==> src/rtl/status_pkg.sv <==
// package: shared constants and carrier types for the status report groups
package status_pkg;
    localparam int REG_W = 15;
    localparam logic [14:0] REG_MAX = 15'h7FFF;
    localparam logic [14:0] ENABLE_RESET = 15'h0000;
    localparam logic [14:0] EVENT_RESET = 15'h0000;
    localparam int NUM_GROUPS = 3;
    localparam int GRP_ALARM = 0;
    localparam int GRP_OPER = 1;
    localparam int GRP_QUES = 2;
    localparam int QUEUE_DEPTH = 20;
    localparam int QPTR_W = 5;
    localparam logic [4:0] QUEUE_LAST = 5'h13;
    localparam logic [1:0] CROSS_NONE = 2'h0;
    localparam logic [1:0] CROSS_LOW = 2'h1;
    localparam logic [1:0] CROSS_HIGH = 2'h2;
    localparam logic [2:0] ALARM_NUM_MIN = 3'h1;
    localparam logic [2:0] ALARM_NUM_MAX = 3'h4;

    typedef enum logic [1:0] {
        SEL_ALARM,
        SEL_OPER,
        SEL_QUES,
        SEL_NONE
    } group_sel_type;

    typedef struct packed {
        logic [31:0] reading;
        logic [7:0] units;
        logic [31:0] date;
        logic [31:0] time_of_day;
        logic [15:0] channel;
        logic [1:0] crossed;
        logic [2:0] alarm_num;
    } alarm_rec_type;

    localparam int REC_W = $bits(alarm_rec_type);
endpackage

==> src/rtl/alarm_queue_mem.sv <==
// alarm record storage with registered read data
`timescale 1ns/1ns
module alarm_queue_mem #(
    parameter int DEPTH = 20,
    parameter int AW = 5,
    parameter int W = 125
) (
    input wire logic clk,
    input wire logic wr_en,
    input wire logic [AW-1:0] wr_addr,
    input wire logic [W-1:0] wr_data,
    input wire logic [AW-1:0] rd_addr,
    output logic [W-1:0] rd_data
);
    logic [W-1:0] mem_ff [DEPTH];

    always_ff @(posedge clk) begin
        if (wr_en) begin
            mem_ff[wr_addr] <= wr_data;
        end
    end

    // read data are registered; the reader sees them one cycle after the address
    always_ff @(posedge clk) begin
        rd_data <= mem_ff[rd_addr];
    end
endmodule

==> src/rtl/status_report_groups.sv <==
// status report groups: condition, event and enable registers plus the alarm queue
`timescale 1ns/1ns
module status_report_groups #(
    parameter int QUEUE_DEPTH = status_pkg::QUEUE_DEPTH
) (
    input wire logic clk,
    input wire logic reset_n,
    input wire logic [14:0] cond_alarm,
    input wire logic [14:0] cond_oper,
    input wire logic [14:0] cond_ques,
    input wire logic cond_read,
    input wire logic event_read,
    input wire logic enable_write,
    input wire logic enable_read,
    input wire status_pkg::group_sel_type group_sel,
    input wire logic [15:0] enable_wdata,
    input wire logic clear_status,
    input wire logic status_preset,
    input wire logic power_on_clear,
    input wire logic power_on_event,
    input wire logic alarm_push,
    input wire status_pkg::alarm_rec_type alarm_rec_in,
    input wire logic alarm_pop,
    input wire logic scan_start,
    output logic [15:0] read_data,
    output logic read_valid,
    output logic enable_range_err,
    output logic [2:0] summary,
    output status_pkg::alarm_rec_type alarm_rec_out,
    output logic alarm_valid,
    output logic alarm_empty,
    output logic queue_full,
    output logic [4:0] queue_count
);
    // ------------------------------------------------------------
    // condition inputs and group selection
    // ------------------------------------------------------------
    logic [14:0] cond_vec [3];
    logic [14:0] event_ff [3];
    logic [14:0] enable_ff [3];
    logic [14:0] cond_prev_ff [3];
    logic power_on_seen_ff;

    // condition bits are used as given; no storage on the way
    assign cond_vec[status_pkg::GRP_ALARM] = cond_alarm;
    assign cond_vec[status_pkg::GRP_OPER] = cond_oper;
    assign cond_vec[status_pkg::GRP_QUES] = cond_ques;

    // ------------------------------------------------------------
    // per-group event and enable registers
    // ------------------------------------------------------------
    genvar g;
    generate
        for (g = 0; g < status_pkg::NUM_GROUPS; g++) begin : grp
            logic sel_here;
            logic [14:0] rise;
            assign sel_here = (group_sel == status_pkg::group_sel_type'(g));
            // an occurrence is a rising condition bit
            assign rise = cond_vec[g] & ~cond_prev_ff[g];

            always_ff @(posedge clk or negedge reset_n) begin
                if (!reset_n) begin
                    cond_prev_ff[g] <= status_pkg::EVENT_RESET;
                end else begin
                    cond_prev_ff[g] <= cond_vec[g];
                end
            end

            // a new occurrence in the clearing cycle survives the clear
            always_ff @(posedge clk or negedge reset_n) begin
                if (!reset_n) begin
                    event_ff[g] <= status_pkg::EVENT_RESET;
                end else if (clear_status || (event_read && sel_here)) begin
                    event_ff[g] <= rise;
                end else begin
                    event_ff[g] <= event_ff[g] | rise;
                end
            end

            // enables are not reset by reset_n: they outlive a power cycle unless
            // power-on clear is on, which is applied at the first cycle after reset
            always_ff @(posedge clk) begin
                if (status_preset) begin
                    enable_ff[g] <= status_pkg::ENABLE_RESET;
                end else if (power_on_event && power_on_clear) begin
                    enable_ff[g] <= status_pkg::ENABLE_RESET;
                end else if (!power_on_seen_ff && power_on_clear) begin
                    enable_ff[g] <= status_pkg::ENABLE_RESET;
                end else if (enable_write && sel_here && !enable_wdata[15]) begin
                    enable_ff[g] <= enable_wdata[14:0];
                end
            end

            assign summary[g] = |(event_ff[g] & enable_ff[g]);
        end
    endgenerate

    always_ff @(posedge clk or negedge reset_n) begin
        if (!reset_n) begin
            power_on_seen_ff <= 1'b0;
        end else begin
            power_on_seen_ff <= 1'b1;
        end
    end

    // ------------------------------------------------------------
    // host read port
    // ------------------------------------------------------------
    logic [1:0] gi;
    assign gi = (group_sel == status_pkg::SEL_NONE) ? 2'h0 : 2'(group_sel);

    always_ff @(posedge clk or negedge reset_n) begin
        if (!reset_n) begin
            read_data <= 16'h0000;
            read_valid <= 1'b0;
            enable_range_err <= 1'b0;
        end else begin
            read_valid <= (cond_read || event_read || enable_read)
                && (group_sel != status_pkg::SEL_NONE);
            // out of range values are refused, stored value kept
            enable_range_err <= enable_write && enable_wdata[15];
            if (cond_read) begin
                read_data <= {1'b0, cond_vec[gi]};
            end else if (event_read) begin
                read_data <= {1'b0, event_ff[gi]};
            end else if (enable_read) begin
                read_data <= {1'b0, enable_ff[gi]};
            end
        end
    end

    // ------------------------------------------------------------
    // alarm queue
    // ------------------------------------------------------------
    logic [4:0] wr_ptr_ff;
    logic [4:0] rd_ptr_ff;
    logic [4:0] count_ff;
    logic do_push;
    logic do_pop;
    logic [status_pkg::REC_W-1:0] rd_word;

    assign queue_full = (count_ff == 5'(QUEUE_DEPTH));
    assign alarm_empty = (count_ff == 5'h00);
    assign queue_count = count_ff;
    // full queue keeps old records and drops the newcomer
    assign do_push = alarm_push && !queue_full && !scan_start;
    assign do_pop = alarm_pop && !alarm_empty && !scan_start;

    function automatic logic [4:0] ptr_inc(input logic [4:0] p);
        ptr_inc = (p == 5'(QUEUE_DEPTH - 1)) ? 5'h00 : p + 5'h01;
    endfunction

    always_ff @(posedge clk or negedge reset_n) begin
        if (!reset_n) begin
            wr_ptr_ff <= 5'h00;
            rd_ptr_ff <= 5'h00;
            count_ff <= 5'h00;
        end else if (scan_start) begin
            // a new scan throws away the previous scan's alarms
            wr_ptr_ff <= 5'h00;
            rd_ptr_ff <= 5'h00;
            count_ff <= 5'h00;
        end else begin
            if (do_push) begin
                wr_ptr_ff <= ptr_inc(wr_ptr_ff);
            end
            if (do_pop) begin
                rd_ptr_ff <= ptr_inc(rd_ptr_ff);
            end
            if (do_push && !do_pop) begin
                count_ff <= count_ff + 5'h01;
            end else if (do_pop && !do_push) begin
                count_ff <= count_ff - 5'h01;
            end
        end
    end

    alarm_queue_mem #(
        .DEPTH(QUEUE_DEPTH),
        .AW(status_pkg::QPTR_W),
        .W(status_pkg::REC_W)
    ) u_mem (
        .clk(clk),
        .wr_en(do_push),
        .wr_addr(wr_ptr_ff),
        .wr_data(alarm_rec_in),
        .rd_addr(rd_ptr_ff),
        .rd_data(rd_word)
    );

    // memory data arrive one cycle after the pop; alarm_rec_out and alarm_valid follow one cycle later
    logic pop_d_ff;
    always_ff @(posedge clk or negedge reset_n) begin
        if (!reset_n) begin
            pop_d_ff <= 1'b0;
            alarm_valid <= 1'b0;
        end else begin
            pop_d_ff <= do_pop;
            alarm_valid <= pop_d_ff;
        end
    end

    always_ff @(posedge clk or negedge reset_n) begin
        if (!reset_n) begin
            alarm_rec_out <= '0;
        end else if (pop_d_ff) begin
            alarm_rec_out <= status_pkg::alarm_rec_type'(rd_word);
        end
    end

    // ------------------------------------------------------------
    // checks
    // ------------------------------------------------------------
    chk_summary_alarm: assert property (@(posedge clk) disable iff (!reset_n)
        summary[0] == |(event_ff[0] & enable_ff[0]))
        else $error("alarm summary mismatch");
    chk_event_sticky: assert property (@(posedge clk) disable iff (!reset_n)
        (event_ff[1][0] && !clear_status && !(event_read && group_sel == status_pkg::SEL_OPER))
        |=> event_ff[1][0])
        else $error("event bit dropped without clear");
    chk_event_capture: assert property (@(posedge clk) disable iff (!reset_n)
        (cond_oper[0] && !cond_prev_ff[1][0]) |=> event_ff[1][0])
        else $error("rising condition not latched");
    chk_clear_status: assert property (@(posedge clk) disable iff (!reset_n)
        (clear_status && cond_ques == cond_prev_ff[2]) |=> event_ff[2] == 15'h0000)
        else $error("clear status did not clear");
    chk_preset_enables: assert property (@(posedge clk) disable iff (!reset_n)
        status_preset |=> (enable_ff[0] == 15'h0000 && enable_ff[1] == 15'h0000
            && enable_ff[2] == 15'h0000))
        else $error("preset left enable set");
    chk_enable_store: assert property (@(posedge clk) disable iff (!reset_n)
        (enable_write && group_sel == status_pkg::SEL_QUES && !enable_wdata[15]
            && !status_preset && !power_on_event && power_on_seen_ff)
        |=> enable_ff[2] == $past(enable_wdata[14:0]))
        else $error("enable write not stored");
    chk_cond_read: assert property (@(posedge clk) disable iff (!reset_n)
        (cond_read && group_sel == status_pkg::SEL_ALARM) |=> read_data == {1'b0, $past(cond_alarm)})
        else $error("condition read wrong");
    chk_queue_bound: assert property (@(posedge clk) disable iff (!reset_n)
        (queue_full && alarm_push && !alarm_pop && !scan_start) |=> queue_full)
        else $error("full queue changed on push");
    chk_pop_valid: assert property (@(posedge clk) disable iff (!reset_n)
        do_pop |-> ##2 alarm_valid)
        else $error("pop gave no record");
    chk_scan_clear: assert property (@(posedge clk) disable iff (!reset_n)
        scan_start |=> alarm_empty)
        else $error("scan start kept alarms");

    cov_queue_full: cover property (@(posedge clk) disable iff (!reset_n) queue_full);
    cov_pop: cover property (@(posedge clk) disable iff (!reset_n) alarm_valid);
    cov_summary: cover property (@(posedge clk) disable iff (!reset_n) summary[2]);
    cov_evt_read: cover property (@(posedge clk) disable iff (!reset_n)
        event_read && event_ff[0] != 15'h0000);
endmodule

==> config.mk <==
export PLATFORM = sky130hd
export DESIGN_NAME = status_report_groups
export DESIGN_NICKNAME = d
export VERILOG_FILES = /design/src/rtl/status_pkg.sv /design/src/rtl/alarm_queue_mem.sv /design/src/rtl/status_report_groups.sv
export SDC_FILE = /design/constraint.sdc
export NUM_CORES = 2
export LEC_CHECK = 0
export CELL_PAD_IN_SITES_DETAIL_PLACEMENT = 1
export CELL_PAD_IN_SITES_GLOBAL_PLACEMENT = 2
export CORE_MARGIN = 4
export CORE_UTILIZATION = 38
export CTS_CLUSTER_SIZE = 12
export DETAILED_ROUTE_END_ITERATION = 16
export DONT_BUFFER_PORTS = 1
export GPL_ROUTABILITY_DRIVEN = 0
export PLACE_DENSITY = 0.63
export REMOVE_ABC_BUFFERS = 1
export SETUP_SLACK_MARGIN = 0.1
export SYNTH_ARGS = -nofsm -noshare
export SYNTH_HDL_FRONTEND = slang
export SYNTH_HIERARCHICAL = 1
export SYNTH_SLANG_ARGS = --single-unit
export TNS_END_PERCENT = 100
==> constraint.sdc <==
create_clock -name clk -period 9.7 [get_ports clk]
set_clock_uncertainty 0.15 [all_clocks]
set_input_delay 0.97 -clock clk [delete_from_list [all_inputs] [get_ports clk]]
set_output_delay 0.97 -clock clk [all_outputs]
set_load 0.05 [all_outputs]
* Word-level counts from Yosys, hierarchy flattened
Memories as Yosys holds them, arrays and structs flattened. A register that Yosys moved wholly into a read port is not among the register bits.
Cells that the tools add are included.
Widths: inputs -> output; s select.
** Cells by class
- Equality and inequality tests :: 7
- Multiply operators :: 0
- Div/mod/pow operators :: 0
- Reduce and logical (&&, ||, !) cells :: 40
- $lt $le $gt $ge :: 1
- Muxes and demuxes :: 57
- Bitwise gates (word level) :: 22
- $add $sub $neg :: 4
- Shift-type cells :: 0
** Operator list (number)
- $mux 15 :: 16
- $and 15x15->15 :: 6
- $bmux 15 s2 :: 2
- $mux 16 :: 3
- $mux 5 :: 9
- $not 15->15 :: 3
- $or 15x15->15 :: 3
- $reduce_or 15->1 :: 3
- $mux 1 :: 26
- $logic_and 1x1->1 :: 19
- $add 5x1->5 const B :: 3
- $eq 5x5->1 const B :: 3
- $or 1x1->1 :: 9
- $logic_not 1->1 :: 7
- $reduce_bool 3->1 :: 2
- $logic_not 5->1 :: 1
- $logic_or 1x1->1 :: 5
- $sub 5x1->5 const B :: 1
- $eq 2x2->1 const B :: 2
- $reduce_bool 2->1 :: 2
- $ge 3x3->1 const B :: 1
- $not 2->3 :: 1
- $eq 2x1->1 const B :: 1
- $logic_not 2->1 :: 1
- 2 further kinds :: 2
** Storage, ports and cells
- Memory bits (writable) :: 2545
- Input port bits :: 201
- Memory bits (read-only) :: 0
- Latch bits :: 0
- Register bits after elaboration :: 251
- Memories :: 2
- Output and inout port bits :: 154
** Memory list
- u_mem.mem_ff :: words 20, width 125, rd ports 1, clocked after memory_dff 1, wr ports 1, RTL line alarm_queue_mem.sv:15 : logic [W-1:0] mem_ff [DEPTH];
- enable_ff :: words 3, width 15, rd ports 4, clocked after memory_dff 0, wr ports 3, RTL line status_report_groups.sv:40 : logic [14:0] enable_ff [3];

* Logic depth before layout (Yosys ltp)
- Depth after elaboration :: 9
- Gate-level depth with buffers :: 11
- Mapped depth without buffers :: 10

* Modules after synthesis
Netlist, hierarchy kept.
** By module, submodules not included
- alarm_queue_mem :: cells an instance 4917, instances 1, area an instance 97776.3 µm², sequential area each 77574.4 µm²
- status_report_groups :: cells an instance 937, instances 1, area an instance 12121.6 µm², sequential area each 7607.3 µm²

* Worst setup path after synthesis
OpenSTA, ideal clock, no wires.
- Path type :: register to register
- From :: reg count_ff[0], in the netlist queue_count[0]
- To :: mem u_mem.mem_ff[12][0], enable pin
- Period minus slack after synthesis :: 7.915 ns
- Path slack :: 1.785 ns
- Cell stages (with the launch flop) :: 7
- Arrival :: 7.154 ns
- Cell sequence :: dfrtp_1 > or3_1 > buf_6 > o21ai_0 > nor2_1 > or3b_2 > nor2_1
** Between the ends
- Longest elaborated chain between the ends :: 6
** Ends and longest elaborated chain
- start: declaration :: RTL line status_report_groups.sv:137 : logic [4:0] count_ff;
- start signal: assignment :: RTL line status_report_groups.sv:171 : count_ff <= count_ff + 5'h01;
- start signal: assignment :: RTL line status_report_groups.sv:173 : count_ff <= count_ff - 5'h01;
- $eq 5x5->1 :: RTL line status_report_groups.sv:142 : assign queue_full = (count_ff == 5'(QUEUE_DEPTH));
- $logic_not 1->1 :: RTL line status_report_groups.sv:146 : assign do_push = alarm_push && !queue_full && !scan_start;
- $logic_and 1x1->1 (2 in a row) :: RTL line status_report_groups.sv:146
- via do_push :: RTL line status_report_groups.sv:138 : logic do_push;
- $mux 1 :: RTL line alarm_queue_mem.sv:18 : if (wr_en) begin
- $mux 1 (implied by the code) :: RTL line alarm_queue_mem.sv:19 : mem_ff[wr_addr] <= wr_data;
- end: declaration :: RTL line alarm_queue_mem.sv:15
The timed path passes the listed nets, and every way through them passes these cells.

* Worst setup path in the final report
- From :: reg count_ff[0], in the netlist queue_count[0]
- To :: mem u_mem.mem_ff[3][101], enable pin
The elaborated chain is that of the path after synthesis.

==> impl_metrics.yaml <==
route:
  dr.pass1.iters: 5
  vias: 55700
  routed_via_density: 5.45
  drtAntennaViolNets: 0
  routed_wl_um: 300000
  wl_per_cell_um: 29.4
  drt_iter0_drc: 4426
  drc_errors: 0
synthesis:
  synthCells: 5854
  synth.largest_area_cell: "edfxtp_1"
  ys_dominant_reg_cell: "edfxtp_1"
  async_flop_share: 0.0856
  synth.area.top_cells: "edfxtp_1 (70%), mux2i_1 (7.3%), dfrtp_1 (5.7%)"
  synth_top_cell_area_share: 0.695
  ys_types: 58
  synth_area_um2: 110000
  yosysWarningCount: 6
  ys_seq_area_frac: 0.775
  synth-edff-count: 2545
  synth_seq_cells: 2920
  avgSynthCellArea_um2: 18.8
sta:
  drv_slew: 0
  setup_violations: 0
  relSlewSlack: 0.177
  tns_ns: 0
  timing.fmax_mhz: 202
  fin_crit_sh: 0.511
  rsz0062_at_grt: "false"
  finalCriticalPeriod_ns: 4.96
  hold_violations: 0
  tightest_slew_ns: 1.23
  hold-worst-slack_ns: 0.0832
worst_setup_path:
  crit_arrival_ns: 5.29
  critPathLaunch: "queue_count[0]"
  crit_type: "reg -> reg"
  reg2regPathDepth: 8
  critPathLaunchType: "register"
  rr_startpoint: "queue_count[0]"
  cp-end-kind: "register"
  required_ns: 10.03
  reg2reg_to: "u_mem/mem_ff[3][101]"
  crit_fanout: 48
  reg2reg_slack_ns: 4.74
floorplanning:
  dieWidth_um: 546
  rows: 197
  core_area_um2: 288000
  die_h_um: 546
  ios: 355
  start_util: 0.382
  dieArea_um2: 298000
clock_tree:
  cts_sinks: 2920
  path_clk_slew_ns: 0.06
  clock_latency_ns: 0.89
  cts_tree: "yes"
  clock_path_buffers: 4
  numCtsBuffers: 323
  cts_root_buf: "clkbuf_16"
  cts_htree_levels: 5
cells_and_area:
  nNetsFinal: 6355
  area_delta_synth_final_pct: 14.9
  regArea_um2: 85200
  drive_gt1_frac: 0.157
  fillerInstances: 27100
  multi_input_area_um2: 23200
global_route:
  grt-ovfl-total: 0
  grt_max_degree: 251
  grt_pass1_wl_um: 436000
  grt_use_total: 0.197
  grt_pass1_vias: 59600
  grt_antenna_before_repair: 48
min_path:
  min_from: "cond_ques[3]"
  min_to: "event_ff[3]"
  holdPathStages: 2
  hold_path_class: "in -> reg"
pwr:
  peakVddDrop_mv: 0.186
  totalPowerFinal_mw: 32.3
  pwr_density_cell_nw_per_um2: 255
  p_leak_nw: 40.3
job:
  maxCapViolations: 0
place:
  dp_hpwl_um: 159000
  port_buffers: 0
status:
  status: "finished, final reports clean"
## critical path: stages, from the launching register on
cell	delay (ns)
dfrtp_1	0.74
or3_1	0.35
o21ai_0	0.19
buf_4	0.20
nor2_1	0.27
nand3_1	0.44
nor2_4	0.75
buf_4	0.61
buf_4	0.80
## cell usage in the layout (no fill, tap or decap), drive strengths merged, types with 7 or more instances in the layout
master	synthesis	layout
a21oi	42	42
clkbuf	142	461
o22ai	293	293
o21ai	157	157
mux2	183	183
nor2b	18	18
dfrtp	250	250
nor2	207	207
nor3	228	228
a221o	8	8
buf	177	107
a22oi	48	48
a2111oi	7	7
inv	49	65
edfxtp	2545	2545
clkinv	0	106
nand2b	11	11
and2	47	47
bufinv	0	10
nand2	112	112
a211oi	24	24
o32ai	22	22
diode	0	14
mux2i	800	800
o211ai	39	39
nand3	17	17
dfxtp	125	125
mux4	242	242
dlygate4sd3	0	180
## synthesized netlist by cell type (all sizes together), types with 4 or more instances
library cell	count
edfxtp	2545
mux2i	800
o22ai	293
dfrtp	250
mux4	242
nor3	228
nor2	207
mux2	183
buf	177
o21ai	157
clkbuf	142
dfxtp	125
nand2	112
inv	49
a22oi	48
and2	47
a21oi	42
o211ai	39
a211oi	24
o32ai	22
nor2b	18
nand3	17
nand2b	11
a221o	8
a2111oi	7
a22o	6
ha	6
or3	5
nand3b	4
## cell families after synthesis
group / count (synthesis) / share of synthesized area
AND/OR/NAND/NOR: 661 / 0.0277
multiplexers: 1225 / 0.141
flip-flops: 2920 / 0.775
other: 2 / 0.0000683
AO/OA/AOI/OAI: 667 / 0.0385
adder cells (fa/ha/maj): 7 / 0.000865
XOR/XNOR: 4 / 0.000319
buffers and inverters: 368 / 0.0163
## report_power, final
group / total (mW) / switching [mW] / internal [mW]
sequential: 16.0 / 1.64 / 14.3
clock: 11.8 / 5.05 / 6.72
combinational: 4.53 / 2.51 / 2.01
total: 32.3 / 9.20 / 23.1
## stage by stage
stage | cells | cell area [µm²] | util | worst slack (ns)
4_1_cts | 10200 | 126000 | 0.438 | 4.68
5_1_grt | 10200 | 126000 | 0.439 | 4.55
3_5_place_dp | 9420 | 114000 | 0.397 | 4.74
2_1_floorplan | 5535 | 108000 | - | -29.62
3_3_place_gp | 9420 | 114000 | 0.397 | 4.72
6_report | 10200 | 126000 | 0.439 | 4.74
## registers in the layout, summed over array words and instances (netlist names), 5 cells and up
name and count:
enable_ff 45, event_ff 45, wr_ptr_ff 5, alarm_rec_out 125
cond_prev_ff 45, u_mem/mem_ff 2500, read_data 15, u_mem/rd_data 125
rd_ptr_ff 5, queue_count 5
## layer usage
metal / global-route usage / share of wire
met1: 0.264 / 0.43
met2: 0.339 / 0.50
met3: 0.0329 / 0.046
met4: 0.0429 / 0.021
met5: 0 / 0.00042
## worst max-delay path by stage
stage                           end  slack, ns  depth (start not counted)
6_report       u_mem/mem_ff[3][101]       4.74                          8
5_1_grt         u_mem/mem_ff[3][94]       4.55                          8
4_1_cts         u_mem/mem_ff[3][69]       4.68                          8
3_5_place_dp    u_mem/mem_ff[3][39]       4.74                          8
3_3_place_gp    u_mem/mem_ff[3][22]       4.72                          8
2_1_floorplan    u_mem/rd_data[102]     -29.62                          4
## repair_timing
action | CTS | global route
hold buffers | 180 | 1
gates resized for setup | 0 | 0
setup buffers | 0 | 0
endpoints found under the hold margin | 2809 | 59
## area by class of cell
cell class,count,share of cell area
Sequential cell,2920,0.674
Multi-Input combinational cell,2566,0.183
Clock buffer,461,0.0705
Tap cell,3781,0.0374
Timing Repair Buffer,287,0.0227
Clock inverter,138,0.00987
Inverter,49,0.00150
Antenna cell,14,0.000277
No activity file was read; power rests on OpenSTA's default activity.
